--- src/hw/sftu_pkg.sv ---
// constants, register map and types of the scope filter and trigger unit
`default_nettype none
package sftu_pkg;
	// ----------------------------------------
	// data path
	// ----------------------------------------
	localparam int DW = 16;
	localparam int NCH = 4;
	localparam int FRAC = 8;
	localparam int ACCW = DW + FRAC;
	localparam int SHW = 4;
	localparam int MAX_SHIFT = 15;
	// sample rate seen by the filters, one sample set per cycle at most
	localparam logic [63:0] SAMPLE_RATE_HZ = 64'd20_000_000;
	// two pi rounded to a whole factor, close enough for a one-pole cutoff
	localparam logic [63:0] TWO_PI_APPROX = 64'h6;
	localparam logic [63:0] SCALE_HZ = 64'd1;
	localparam logic [63:0] SCALE_KHZ = 64'd1_000;
	localparam logic [63:0] SCALE_MHZ = 64'd1_000_000;

	// ----------------------------------------
	// register map, byte addresses
	// ----------------------------------------
	localparam logic [7:0] A_CTRL = 8'h00;
	localparam logic [7:0] A_THRESH = 8'h04;
	localparam logic [7:0] A_HYST = 8'h08;
	localparam logic [7:0] A_AUTO = 8'h0c;
	localparam logic [7:0] A_CAPLEN = 8'h10;
	localparam logic [7:0] A_STATUS = 8'h14;
	localparam logic [7:0] A_ISTAT = 8'h18;
	localparam logic [7:0] A_IMASK = 8'h1c;
	// filter settings of channels 0..3 at 0x20, 0x24, 0x28, 0x2c
	localparam logic [3:0] A_FILTER_PAGE = 4'h2;

	// ----------------------------------------
	// fields
	// ----------------------------------------
	localparam int CTRL_RUN = 0;
	localparam int CTRL_MODE = 1;
	localparam int CTRL_DIR = 3;
	localparam int CTRL_HYST = 5;
	localparam int CTRL_CH = 6;
	localparam int CTRL_REARM = 8;
	localparam int CTRL_W = 8;
	localparam int IRQ_TRIG = 0;
	localparam int IRQ_DONE = 1;
	localparam int IRQ_AUTO = 2;
	localparam int IRQ_W = 3;
	localparam int FILTER_EN = 0;
	localparam int FILTER_UNIT = 4;
	localparam int FILTER_VAL = 16;
	localparam logic [31:0] FILTER_MASK = 32'hffff_0031;
	localparam logic [31:0] AUTO_RST = 32'h0000_4e20;
	localparam logic [15:0] CAPLEN_RST = 16'h0400;

	typedef enum logic [1:0] {MODE_NONE = 2'h0, MODE_AUTO = 2'h1, MODE_REPEAT = 2'h2,
		MODE_SINGLE = 2'h3} sftu_mode_t;
	typedef enum logic [1:0] {DIR_RISE = 2'h0, DIR_FALL = 2'h1, DIR_EITHER = 2'h2,
		DIR_RSVD = 2'h3} sftu_dir_t;
	typedef enum logic [1:0] {UNIT_HZ = 2'h0, UNIT_KHZ = 2'h1, UNIT_MHZ = 2'h2,
		UNIT_RSVD = 2'h3} sftu_unit_t;
	typedef enum logic [3:0] {ST_STOP = 4'h1, ST_WAIT = 4'h2, ST_CAPT = 4'h4,
		ST_HALT = 4'h8} sftu_state_t;
endpackage
`default_nettype wire

--- src/hw/sftu_top.sv ---
// filters, trigger detector, capture control and ahb-lite registers
//
// Register access over AHB-Lite and the register offsets were left to the implementer.
`default_nettype none
module sftu_top (
	input wire logic clock_i,
	input wire logic nrst_i,
	input wire logic hsel_i,
	input wire logic [31:0] haddr_i,
	input wire logic [1:0] htrans_i,
	input wire logic hwrite_i,
	input wire logic [2:0] hsize_i,
	input wire logic [31:0] hwdata_i,
	input wire logic hready_i,
	output logic [31:0] hrdata_o,
	output logic hreadyout_o,
	output logic hresp_o,
	input wire logic sample_valid_i,
	input wire logic [15:0] sample_a_i,
	input wire logic [15:0] sample_b_i,
	input wire logic [15:0] sample_c_i,
	input wire logic [15:0] sample_d_i,
	output logic [15:0] filt_a_o,
	output logic [15:0] filt_b_o,
	output logic [15:0] filt_c_o,
	output logic [15:0] filt_d_o,
	output logic filt_valid_o,
	output logic cap_valid_o,
	output logic capturing_o,
	output logic trig_o,
	output logic irq_o
);
	// ----------------------------------------
	// declarations
	// ----------------------------------------
	logic wr_pend_reg, wr_pend_next, rd_wait_reg, rd_wait_next;
	logic [7:0] dph_addr_reg, dph_addr_next;
	logic [31:0] hrdata_reg, hrdata_next;
	logic [sftu_pkg::CTRL_W-1:0] ctrl_reg, ctrl_next;
	logic rearm_reg, rearm_next;
	logic [15:0] thresh_reg, thresh_next, hyst_reg, hyst_next, caplen_reg, caplen_next;
	logic [31:0] auto_reg, auto_next;
	logic [sftu_pkg::IRQ_W-1:0] istat_reg, istat_next, imask_reg, imask_next, events;
	localparam int ACCX = sftu_pkg::ACCW + 1;
	logic [31:0] fcfg_reg [sftu_pkg::NCH], fcfg_next [sftu_pkg::NCH];
	logic [15:0] samp_in [sftu_pkg::NCH];
	logic signed [sftu_pkg::ACCW-1:0] acc_reg [sftu_pkg::NCH], acc_next [sftu_pkg::NCH];
	logic [15:0] filt_reg [sftu_pkg::NCH], filt_next [sftu_pkg::NCH];
	logic filt_valid_reg;
	sftu_pkg::sftu_state_t state_reg, state_next;
	logic [31:0] wait_cnt_reg, wait_cnt_next;
	logic [15:0] samp_cnt_reg, samp_cnt_next;
	logic signed [15:0] prev_reg, prev_next, cur;
	logic have_prev_reg, have_prev_next, arm_up_reg, arm_up_next, arm_dn_reg, arm_dn_next;
	logic trig_reg, trig_next, fire, up_x, dn_x, rise_f, fall_f;
	logic signed [17:0] th_w, cur_w, prev_w, lo_w, hi_w;
	sftu_pkg::sftu_mode_t mode;
	sftu_pkg::sftu_dir_t dir;
	logic run, hyst_en;
	wire logic acc = hsel_i && htrans_i[1] && hready_i;

	assign samp_in[0] = sample_a_i;
	assign samp_in[1] = sample_b_i;
	assign samp_in[2] = sample_c_i;
	assign samp_in[3] = sample_d_i;
	assign run = ctrl_reg[sftu_pkg::CTRL_RUN];
	assign hyst_en = ctrl_reg[sftu_pkg::CTRL_HYST];
	assign mode = sftu_pkg::sftu_mode_t'(ctrl_reg[sftu_pkg::CTRL_MODE +: 2]);
	assign dir = sftu_pkg::sftu_dir_t'(ctrl_reg[sftu_pkg::CTRL_DIR +: 2]);

	// ----------------------------------------
	// cutoff to filter shift
	// ----------------------------------------
	// cutoff from value and unit
	// picks the largest k with 2*pi*fc*2^k <= fs; coarse octave steps keep it multiplier-free
	function automatic logic [sftu_pkg::SHW-1:0] cut_shift(input logic [31:0] cfg);
		logic [63:0] hz;
		logic [63:0] scale;
		logic [sftu_pkg::SHW-1:0] k;
		case (sftu_pkg::sftu_unit_t'(cfg[sftu_pkg::FILTER_UNIT +: 2]))
			sftu_pkg::UNIT_KHZ: scale = sftu_pkg::SCALE_KHZ;
			sftu_pkg::UNIT_MHZ: scale = sftu_pkg::SCALE_MHZ;
			default: scale = sftu_pkg::SCALE_HZ;
		endcase
		hz = 64'(cfg[sftu_pkg::FILTER_VAL +: 16]) * scale * sftu_pkg::TWO_PI_APPROX;
		k = '0;
		for (int i = 1; i <= sftu_pkg::MAX_SHIFT; i++)
		begin
			if ((hz << i) <= sftu_pkg::SAMPLE_RATE_HZ)
				k = sftu_pkg::SHW'(i);
		end
		return k;
	endfunction

	function automatic logic [31:0] rd_mux(input logic [7:0] a);
		logic [31:0] d;
		d = '0;
		if (a[7:4] == sftu_pkg::A_FILTER_PAGE)
			d = fcfg_reg[a[3:2]];
		else
		begin
			case (a)
				sftu_pkg::A_CTRL: d = 32'(ctrl_reg);
				sftu_pkg::A_THRESH: d = 32'(thresh_reg);
				sftu_pkg::A_HYST: d = 32'(hyst_reg);
				sftu_pkg::A_AUTO: d = auto_reg;
				sftu_pkg::A_CAPLEN: d = 32'(caplen_reg);
				sftu_pkg::A_STATUS: d = 32'({arm_dn_reg, arm_up_reg, state_reg});
				sftu_pkg::A_ISTAT: d = 32'(istat_reg);
				sftu_pkg::A_IMASK: d = 32'(imask_reg);
				default: d = '0;
			endcase
		end
		return d;
	endfunction

	// ----------------------------------------
	// bus slave and registers
	// ----------------------------------------
	// reads take one wait state so that hrdata comes from a flip-flop
	always_comb
	begin
		wr_pend_next = acc && hwrite_i;
		rd_wait_next = acc && !hwrite_i;
		dph_addr_next = acc ? haddr_i[7:0] : dph_addr_reg;
		hrdata_next = rd_wait_reg ? rd_mux(dph_addr_reg) : hrdata_reg;
		ctrl_next = ctrl_reg;
		rearm_next = 1'b0;
		thresh_next = thresh_reg;
		hyst_next = hyst_reg;
		auto_next = auto_reg;
		caplen_next = caplen_reg;
		imask_next = imask_reg;
		fcfg_next = fcfg_reg;
		istat_next = istat_reg;
		if (wr_pend_reg)
		begin
			if (dph_addr_reg[7:4] == sftu_pkg::A_FILTER_PAGE)
				fcfg_next[dph_addr_reg[3:2]] = hwdata_i & sftu_pkg::FILTER_MASK;
			case (dph_addr_reg)
				sftu_pkg::A_CTRL:
				begin
					ctrl_next = hwdata_i[sftu_pkg::CTRL_W-1:0];
					rearm_next = hwdata_i[sftu_pkg::CTRL_REARM];
				end
				sftu_pkg::A_THRESH: thresh_next = hwdata_i[15:0];
				sftu_pkg::A_HYST: hyst_next = hwdata_i[15:0];
				sftu_pkg::A_AUTO: auto_next = hwdata_i;
				sftu_pkg::A_CAPLEN: caplen_next = hwdata_i[15:0];
				sftu_pkg::A_ISTAT: istat_next = istat_reg & ~hwdata_i[sftu_pkg::IRQ_W-1:0];
				sftu_pkg::A_IMASK: imask_next = hwdata_i[sftu_pkg::IRQ_W-1:0];
				default: ;
			endcase
		end
		// a new event wins over a write-one clear in the same cycle
		istat_next = istat_next | events;
	end

	always_ff @(posedge clock_i)
	begin
		if (!nrst_i)
		begin
			wr_pend_reg <= 1'b0;
			rd_wait_reg <= 1'b0;
			dph_addr_reg <= '0;
			hrdata_reg <= '0;
			ctrl_reg <= '0;
			rearm_reg <= 1'b0;
			thresh_reg <= '0;
			hyst_reg <= '0;
			auto_reg <= sftu_pkg::AUTO_RST;
			caplen_reg <= sftu_pkg::CAPLEN_RST;
			istat_reg <= '0;
			imask_reg <= '0;
			fcfg_reg <= '{default: '0};
		end
		else
		begin
			wr_pend_reg <= wr_pend_next;
			rd_wait_reg <= rd_wait_next;
			dph_addr_reg <= dph_addr_next;
			hrdata_reg <= hrdata_next;
			ctrl_reg <= ctrl_next;
			rearm_reg <= rearm_next;
			thresh_reg <= thresh_next;
			hyst_reg <= hyst_next;
			auto_reg <= auto_next;
			caplen_reg <= caplen_next;
			istat_reg <= istat_next;
			imask_reg <= imask_next;
			fcfg_reg <= fcfg_next;
		end
	end

	assign hrdata_o = hrdata_reg;
	assign hreadyout_o = !rd_wait_reg;
	assign hresp_o = 1'b0;
	assign irq_o = |(istat_reg & imask_reg);

	// ----------------------------------------
	// lowpass filters
	// ----------------------------------------
	// per-channel filter and bypass
	always_comb
	begin
		acc_next = acc_reg;
		filt_next = filt_reg;
		for (int c = 0; c < sftu_pkg::NCH; c++)
		begin
			if (sample_valid_i)
			begin
				if (fcfg_reg[c][sftu_pkg::FILTER_EN])
				begin
					// one guard bit keeps a full-scale step from wrapping the difference
					acc_next[c] = acc_reg[c] + sftu_pkg::ACCW'(
						($signed({samp_in[c][sftu_pkg::DW-1], samp_in[c],
						{sftu_pkg::FRAC{1'b0}}}) - ACCX'(acc_reg[c]))
						>>> cut_shift(fcfg_reg[c]));
					filt_next[c] = acc_next[c][sftu_pkg::ACCW-1:sftu_pkg::FRAC];
				end
				else
				begin
					// bypass keeps the accumulator tracking, so enabling causes no step
					acc_next[c] = $signed({samp_in[c], {sftu_pkg::FRAC{1'b0}}});
					filt_next[c] = samp_in[c];
				end
			end
		end
	end

	always_ff @(posedge clock_i)
	begin
		if (!nrst_i)
		begin
			acc_reg <= '{default: '0};
			filt_reg <= '{default: '0};
			filt_valid_reg <= 1'b0;
		end
		else
		begin
			acc_reg <= acc_next;
			filt_reg <= filt_next;
			filt_valid_reg <= sample_valid_i;
		end
	end

	assign filt_a_o = filt_reg[0];
	assign filt_b_o = filt_reg[1];
	assign filt_c_o = filt_reg[2];
	assign filt_d_o = filt_reg[3];
	assign filt_valid_o = filt_valid_reg;

	// ----------------------------------------
	// trigger detector and capture control
	// ----------------------------------------
	always_comb
	begin
		cur = $signed(filt_reg[ctrl_reg[sftu_pkg::CTRL_CH +: 2]]);
		cur_w = 18'(cur);
		prev_w = 18'(prev_reg);
		th_w = 18'($signed(thresh_reg));
		lo_w = th_w - $signed({2'b00, hyst_reg});
		hi_w = th_w + $signed({2'b00, hyst_reg});
		up_x = filt_valid_reg && have_prev_reg && prev_w < th_w && cur_w >= th_w;
		dn_x = filt_valid_reg && have_prev_reg && prev_w > th_w && cur_w <= th_w;
		rise_f = hyst_en ? (filt_valid_reg && arm_up_reg && cur_w >= th_w) : up_x;
		fall_f = hyst_en ? (filt_valid_reg && arm_dn_reg && cur_w <= th_w) : dn_x;
		case (dir)
			sftu_pkg::DIR_FALL: fire = fall_f;
			sftu_pkg::DIR_EITHER: fire = rise_f || fall_f;
			default: fire = rise_f;
		endcase
		prev_next = filt_valid_reg ? cur : prev_reg;
		have_prev_next = have_prev_reg || filt_valid_reg;
		arm_up_next = (arm_up_reg || (filt_valid_reg && cur_w < lo_w)) && !rise_f;
		arm_dn_next = (arm_dn_reg || (filt_valid_reg && cur_w > hi_w)) && !fall_f;
		state_next = state_reg;
		wait_cnt_next = wait_cnt_reg;
		samp_cnt_next = samp_cnt_reg;
		trig_next = 1'b0;
		events = '0;
		case (state_reg)
			sftu_pkg::ST_STOP:
			begin
				wait_cnt_next = '0;
				if (run)
					state_next = sftu_pkg::ST_WAIT;
			end
			sftu_pkg::ST_WAIT:
			begin
				samp_cnt_next = '0;
				wait_cnt_next = wait_cnt_reg + 32'h1;
				if (!run)
					state_next = sftu_pkg::ST_STOP;
				else if (mode == sftu_pkg::MODE_NONE)
					state_next = sftu_pkg::ST_CAPT;
				else if (fire)
				begin
					state_next = sftu_pkg::ST_CAPT;
					trig_next = 1'b1;
					events[sftu_pkg::IRQ_TRIG] = 1'b1;
				end
				else if (mode == sftu_pkg::MODE_AUTO && wait_cnt_reg >= auto_reg)
				begin
					state_next = sftu_pkg::ST_CAPT;
					events[sftu_pkg::IRQ_AUTO] = 1'b1;
				end
			end
			sftu_pkg::ST_CAPT:
			begin
				wait_cnt_next = '0;
				if (filt_valid_reg)
					samp_cnt_next = samp_cnt_reg + 16'h1;
				if (!run)
					state_next = sftu_pkg::ST_STOP;
				else if (filt_valid_reg && samp_cnt_next >= caplen_reg)
				begin
					events[sftu_pkg::IRQ_DONE] = 1'b1;
					state_next = (mode == sftu_pkg::MODE_SINGLE) ? sftu_pkg::ST_HALT :
						sftu_pkg::ST_WAIT;
				end
			end
			sftu_pkg::ST_HALT:
			begin
				if (!run)
					state_next = sftu_pkg::ST_STOP;
				else if (rearm_reg)
					state_next = sftu_pkg::ST_WAIT;
			end
			default: state_next = sftu_pkg::ST_STOP;
		endcase
	end

	always_ff @(posedge clock_i)
	begin
		if (!nrst_i)
		begin
			state_reg <= sftu_pkg::ST_STOP;
			wait_cnt_reg <= '0;
			samp_cnt_reg <= '0;
			prev_reg <= '0;
			have_prev_reg <= 1'b0;
			arm_up_reg <= 1'b0;
			arm_dn_reg <= 1'b0;
			trig_reg <= 1'b0;
		end
		else
		begin
			state_reg <= state_next;
			wait_cnt_reg <= wait_cnt_next;
			samp_cnt_reg <= samp_cnt_next;
			prev_reg <= prev_next;
			have_prev_reg <= have_prev_next;
			arm_up_reg <= arm_up_next;
			arm_dn_reg <= arm_dn_next;
			trig_reg <= trig_next;
		end
	end

	assign capturing_o = (state_reg == sftu_pkg::ST_CAPT);
	assign cap_valid_o = capturing_o && filt_valid_reg;
	assign trig_o = trig_reg;
endmodule
`default_nettype wire

--- config.mk ---
export PLATFORM = sky130hd
export DESIGN_NAME = sftu_top
export DESIGN_NICKNAME = d
export VERILOG_FILES = /design/src/hw/sftu_pkg.sv /design/src/hw/sftu_top.sv
export SDC_FILE = /design/constraint.sdc
export NUM_CORES = 2
export LEC_CHECK = 0
export ABC_AREA = 1
export ABC_CLOCK_PERIOD_IN_PS = 20200
export BUFFER_PORTS_ARGS = -buffer_cell sky130_fd_sc_hd__clkbuf_2
export CAP_MARGIN = 25
export CORE_AREA = 2 2 443 445
export DETAILED_ROUTE_END_ITERATION = 16
export DIE_AREA = 0 0 445 447
export SLEW_MARGIN = 20
export SYNTH_ARGS = -nofsm -noshare
export SYNTH_HDL_FRONTEND = slang
export SYNTH_SLANG_ARGS = --single-unit
--- constraint.sdc ---
create_clock -name clock_i -period 20.2 [get_ports clock_i]
set_clock_uncertainty 0.15 [all_clocks]
set_input_delay 2.02 -clock clock_i [delete_from_list [all_inputs] [get_ports clock_i]]
set_output_delay 2.02 -clock clock_i [all_outputs]
set_load 0.02 [all_outputs]
Yosys cells after proc, flatten, opt, wreduce, memory -nomap -nowiden
Index checks and enable logic that the tools add are counted.

Register bits after elaboration: 498. Input bits: 139. Output and inout bits: 103.

$add $sub $neg: 12. Multiply operators: 8. Order comparisons: 71. Eq/ne operators: 28. Shifts and indexed selects: 4. Mux-type cells: 131. Bitwise gates (word level): 6. Reduce and logical (&&, ||, !) cells: 44.

Operator list (number): $le 64x25->1 const B (60); $mux 64 (8); $mux 4 (74); $mul 16x64->64 (4); $mul 64x2->62 const B (4); $pmux 32 s8 (1); $pmux 20 s2 (4); $bwmux 128 (1); $mux 16 (8); $mux 32 (4); $sshr 25x4->24 (4); $sub 24x24->25 (4); $add 24x24->24 (4); $mux 24 (4); $bmux 32 s2 (1); $demux 32 s2 (1); $pmux 32 s2 (1); $add 32x1->32 const B (1); $bmux 16 s2 (1); $eq 8x5->1 const B (4); $ge 16x16->1 (2); $ge 32x32->1 (1); $pmux 16 s2 (1); $logic_and 1x1->1 (21); 40 further kinds (86).

Logic depth before layout (Yosys ltp)
Word-level depth: 27. Gate-level depth with buffers: 104. Gate-level depth less buffers: 101.

Worst setup path before layout
Ideal clock, no wire load.

Kind: register to register. From: register fcfg_reg[68] in the netlist's numbering. To: register acc_reg[71] in the netlist's numbering. Library setup time: 0.132 ns. Arrival time: 12.688 ns. Slack: 7.230 ns. Cell stages (with the launch flop): 94. Buffers on the path: 2. Cell sequence: dfxtp_1 > inv_1 > ha_1 > clkbuf_1 > nor2_1 > fa_1 > inv_1 > fa_1 > inv_1 > ha_1 > fa_1 > fa_1 > inv_1 > fa_1 > inv_1 > ha_1 > nand2_1 > o21ai_0 > [58 not listed] > nand3_1 > nand2_1 > a31oi_1 > inv_1 > a21oi_1 > o21bai_1 > a21oi_1 > o21ai_0 > nand3_1 > nand2_1 > nand3_1 > nand2_1 > xor2_1 > inv_1 > nand2_1 > nand3_1 > nand2_1 > a21oi_1.

Cells in the longest elaborated chain, start to end: 27.

RTL lines: from (decl) (line sftu_top.sv:45) `logic [31:0] fcfg_reg [sftu_pkg::NCH], fcfg_next [sftu_pkg::NCH];`; from (signal assigned) (line sftu_top.sv:191) `fcfg_reg <= fcfg_next;`; $eq 2x2->1 / $eq 2x1->1 (equally long branches) (line sftu_top.sv:80) `case (sftu_pkg::sftu_unit_t'(cfg[sftu_pkg::FILTER_UNIT +: 2]))`; $pmux 20 s2 * (line sftu_top.sv:80); $mux 64 * (line sftu_top.sv:212) `if (fcfg_reg[c][sftu_pkg::FILTER_EN])`; $mux 64 * (line sftu_top.sv:210) `if (sample_valid_i)`; $mul 16x64->64 * (line sftu_top.sv:85) `hz = 64'(cfg[sftu_pkg::FILTER_VAL +: 16]) * scale * sftu_pkg::TWO_PI_APPROX;`; $mul 64x2->62 * (line sftu_top.sv:85); $le 64x25->1 (line sftu_top.sv:89) `if ((hz << i) <= sftu_pkg::SAMPLE_RATE_HZ)`; $mux 1 (line sftu_top.sv:89); $mux 4 (13 in series) (line sftu_top.sv:89); $mux 4 * (line sftu_top.sv:89); $mux 4 * (line sftu_top.sv:212); $mux 4 * (line sftu_top.sv:210); $sshr 25x4->24 * (line sftu_top.sv:216) `($signed({samp_in[c][sftu_pkg::DW-1], samp_in[c],`; $add 24x24->24 * (line sftu_top.sv:215) `acc_next[c] = acc_reg[c] + sftu_pkg::ACCW'(`; $mux 24 * (line sftu_top.sv:212); to (signal assigned) (line sftu_top.sv:241) `acc_reg <= acc_next;`; to (decl) (line sftu_top.sv:47) `logic signed [sftu_pkg::ACCW-1:0] acc_reg [sftu_pkg::NCH], acc_next [sftu_pkg::NCH];`.

Every way passes the cells marked *; elsewhere a longest branch is shown, timed or not. The select of a mux whose other input is x is not followed. A chain may end at the register's enable or synchronous reset.

Worst setup path after layout
Ends and elaborated chain as after synthesis.

==> flow_metrics.env <==
export IMPL_root_buffer="clkbuf_16"
export IMPL_tightest_slew_ns=1.049
export IMPL_crit_path_frequent_cell="nand2_1"
export IMPL_pre_cts_ws_ns=3.459
export IMPL_cts_tree="yes"
export IMPL_grt_max_degree=85
export IMPL_overflow=0
export IMPL_setup_viol=0
export IMPL_cts_buffers=49
export IMPL_die_height_um=447
export IMPL_postSynthAreaPerCell_um2=6.422
export IMPL_critPathTopFamily="simple AND/OR/NAND/NOR gates"
export IMPL_dp_cells=14520
export IMPL_start_kind="register"
export IMPL_final_common_cell="nand2_1"
export IMPL_largest_register_ffs=96
export IMPL_crit_buf_inv=11
export IMPL_cap_violations=0
export IMPL_synthArstFlopShare=0
export IMPL_crit_path_max_fanout=30
export IMPL_min_period_ns=16.55
export IMPL_slowest_stage="clkinv_1"
export IMPL_fin_util=0.4234
export IMPL_route_detailed_drc=0
export IMPL_gp_congestion=0.9904
export IMPL_rsz0062_at_grt="no"
export IMPL_tns_ns=0
export IMPL_firstDrtPassIters=5
export IMPL_wl_per_cell_um=16.92
export IMPL_synth_nets=13834
export IMPL_core_area_um2=194200
export IMPL_slew_violations=0
export IMPL_vias_per_cell=5.179
export IMPL_cp_arrival_ns=16.91
export IMPL_cts_buffer_depth=3
export IMPL_synthCells=12029
export IMPL_syn_to_final_growth_pct=6.437
export IMPL_fmax_mhz=60.43
export IMPL_p_leak_nw=46.83
export IMPL_setup_slack_ns=3.651
export IMPL_grt_usage=0.2450
export IMPL_crit_type="reg -> reg"
export IMPL_numPortBuffers=212
export IMPL_powerDensity_nw_per_um2=29.36
export IMPL_cts_resized=0
export IMPL_period_share=0.8193
export IMPL_nNetsFinal=13840
export IMPL_final_cells=14625
export IMPL_yosysUniqueCellTypes=78
export IMPL_cpPeakStageDelay_ns=0.72
export IMPL_vias=75745
export IMPL_whs_ns=0.3051
export IMPL_grt_pass1_wl_mm=395.2
export IMPL_status="finished, final reports clean"
export IMPL_antenna_found_initial=13
export IMPL_seq_area_frac_synth=0.09900
export IMPL_ys_flop_type="dfxtp_1"
export IMPL_hold_buffers=0
export IMPL_synth_seq_cells=382
export IMPL_initial_core_util=0.3978
export IMPL_clk_pin_slew_worst_paths_ns=0.06
export IMPL_post_cts_repair_setup_buffers=0
export IMPL_pin_count=242
export IMPL_dp_hpwl_mm=212.2
export IMPL_slew_limit_headroom=0.3009
export IMPL_most_common_layout_cells="nand2_1, inv_1, ha_1"
export IMPL_ctsHtreeMaxLevel=2
export IMPL_hold_violations=0
export IMPL_endpoint_kind="register"
export IMPL_drt_total_wl_mm=247.4
export IMPL_crit_required_ns=20.56
export IMPL_ant_nets=0
export IMPL_die_w_um=445
export IMPL_grt_pass1_vias=74275
export IMPL_netlist_area_um2=77250
export IMPL_ys_warn_count=0
export IMPL_die_area_um2=198900
export IMPL_rows=162
export IMPL_cts_sinks=382
export IMPL_layout_drive_gt1_share=0.03710
export IMPL_fillers=20882
export IMPL_clk_latency_ns=0.69
export IMPL_hold_path_class="reg -> reg"
export IMPL_synth_edf_count=0
export IMPL_vdd_drop_max_mv=0.05639
export IMPL_dr_first_iter_drc_count=4892
-- worst min-delay path, delay by kind of cell (launching register included) --
family | cells | cell delay [ns]
DFF | 1 | 0.31
buffers and inverters | 1 | 0.05
AOI/OAI and AO/OA | 1 | 0.05
-- through the flow --
| stage | power, mW | instance area (µm²) |
|---|---|---|
| floorplan | 1.260 | 77250 |
| global placement | 1.427 | 80290 |
| detailed placement | 1.434 | 80300 |
| CTS | 2.424 | 82080 |
| global route | 2.536 | 82220 |
| finish | 2.414 | 82220 |
-- report_power, final --
| group | internal, mW | total, mW | switching [mW] |
|---|---|---|---|
| Clock | 0.577 | 0.985 | 0.408 |
| Sequential | 0.767 | 0.783 | 0.0165 |
| Combinational | 0.220 | 0.646 | 0.426 |
| Total | 1.56 | 2.41 | 0.851 |
-- cells by family after synthesis --
kind of cell               Yosys count  share of synthesized area
and+or+nand+nor                   4855                     0.2571
buffers and inverters             2673                     0.1345
AOI/OAI and AO/OA                 2085                     0.1507
adders and majority gates         1666                     0.3163
DFF                                382                    0.09900
xor gates and xnor gates           342                    0.03907
muxes                               25                   0.003304
other                                1                 0.00004854
-- metal layers --
metal  vias up  global-route usage  wire [µm]
met5         -                   0         60
met4        10             0.09954      11340
met1     35126              0.3116     109400
met3       408             0.02131      10950
met2      1767              0.4254     115600
li1      38434                   -          -
-- synthesized netlist by cell type (24+ instances only) --
master	number	area share
nor2_1	904	0.044
o211ai_1	90	0.0087
nor3_1	116	0.0075
inv_1	2349	0.11
o22ai_1	77	0.0062
dfxtp_1	382	0.099
a31oi_1	52	0.0042
ha_1	1188	0.19
nand3_1	530	0.034
o21ai_0	573	0.037
o21ai_1	116	0.0075
nand4_1	115	0.0093
a21oi_1	912	0.059
buf_4	67	0.0065
a21o_1	30	0.0029
o21bai_1	57	0.0055
xnor2_1	114	0.013
nand3b_1	27	0.0026
nand2_2	27	0.0022
o221ai_1	25	0.0028
xor2_1	225	0.026
nand2_1	3035	0.15
mux2i_1	24	0.0031
fa_1	478	0.12
clkbuf_1	191	0.0093
-- final timing paths --
| kind | startpoint | endpoint | slack (ns) | cells after the start |
|---|---|---|---|---|
| setup / recovery | fcfg_reg[68] | acc_reg[71] | 3.65 | 80 |
| hold / removal | dph_addr_reg[7] | dph_addr_reg[7] | 0.31 | 2 |
| setup reg to reg | fcfg_reg[68] | acc_reg[71] | 3.65 | 80 |
| hold reg to reg | dph_addr_reg[7] | dph_addr_reg[7] | 0.31 | 2 |
-- layout make-up --
type	count	area, µm²	share of cell area
repair buffers	252	1438	0.01748
clock buffers	66	1380	0.01678
multi-input cells	8974	59230	0.7204
well taps	2542	3181	0.03868
flip-flops and latches	382	7649	0.09302
inverters	2376	8924	0.1085
clock inverters	25	399.1	0.004854
diodes	8	20.02	0.0002435
No activity file was read; power rests on OpenSTA's default activity.
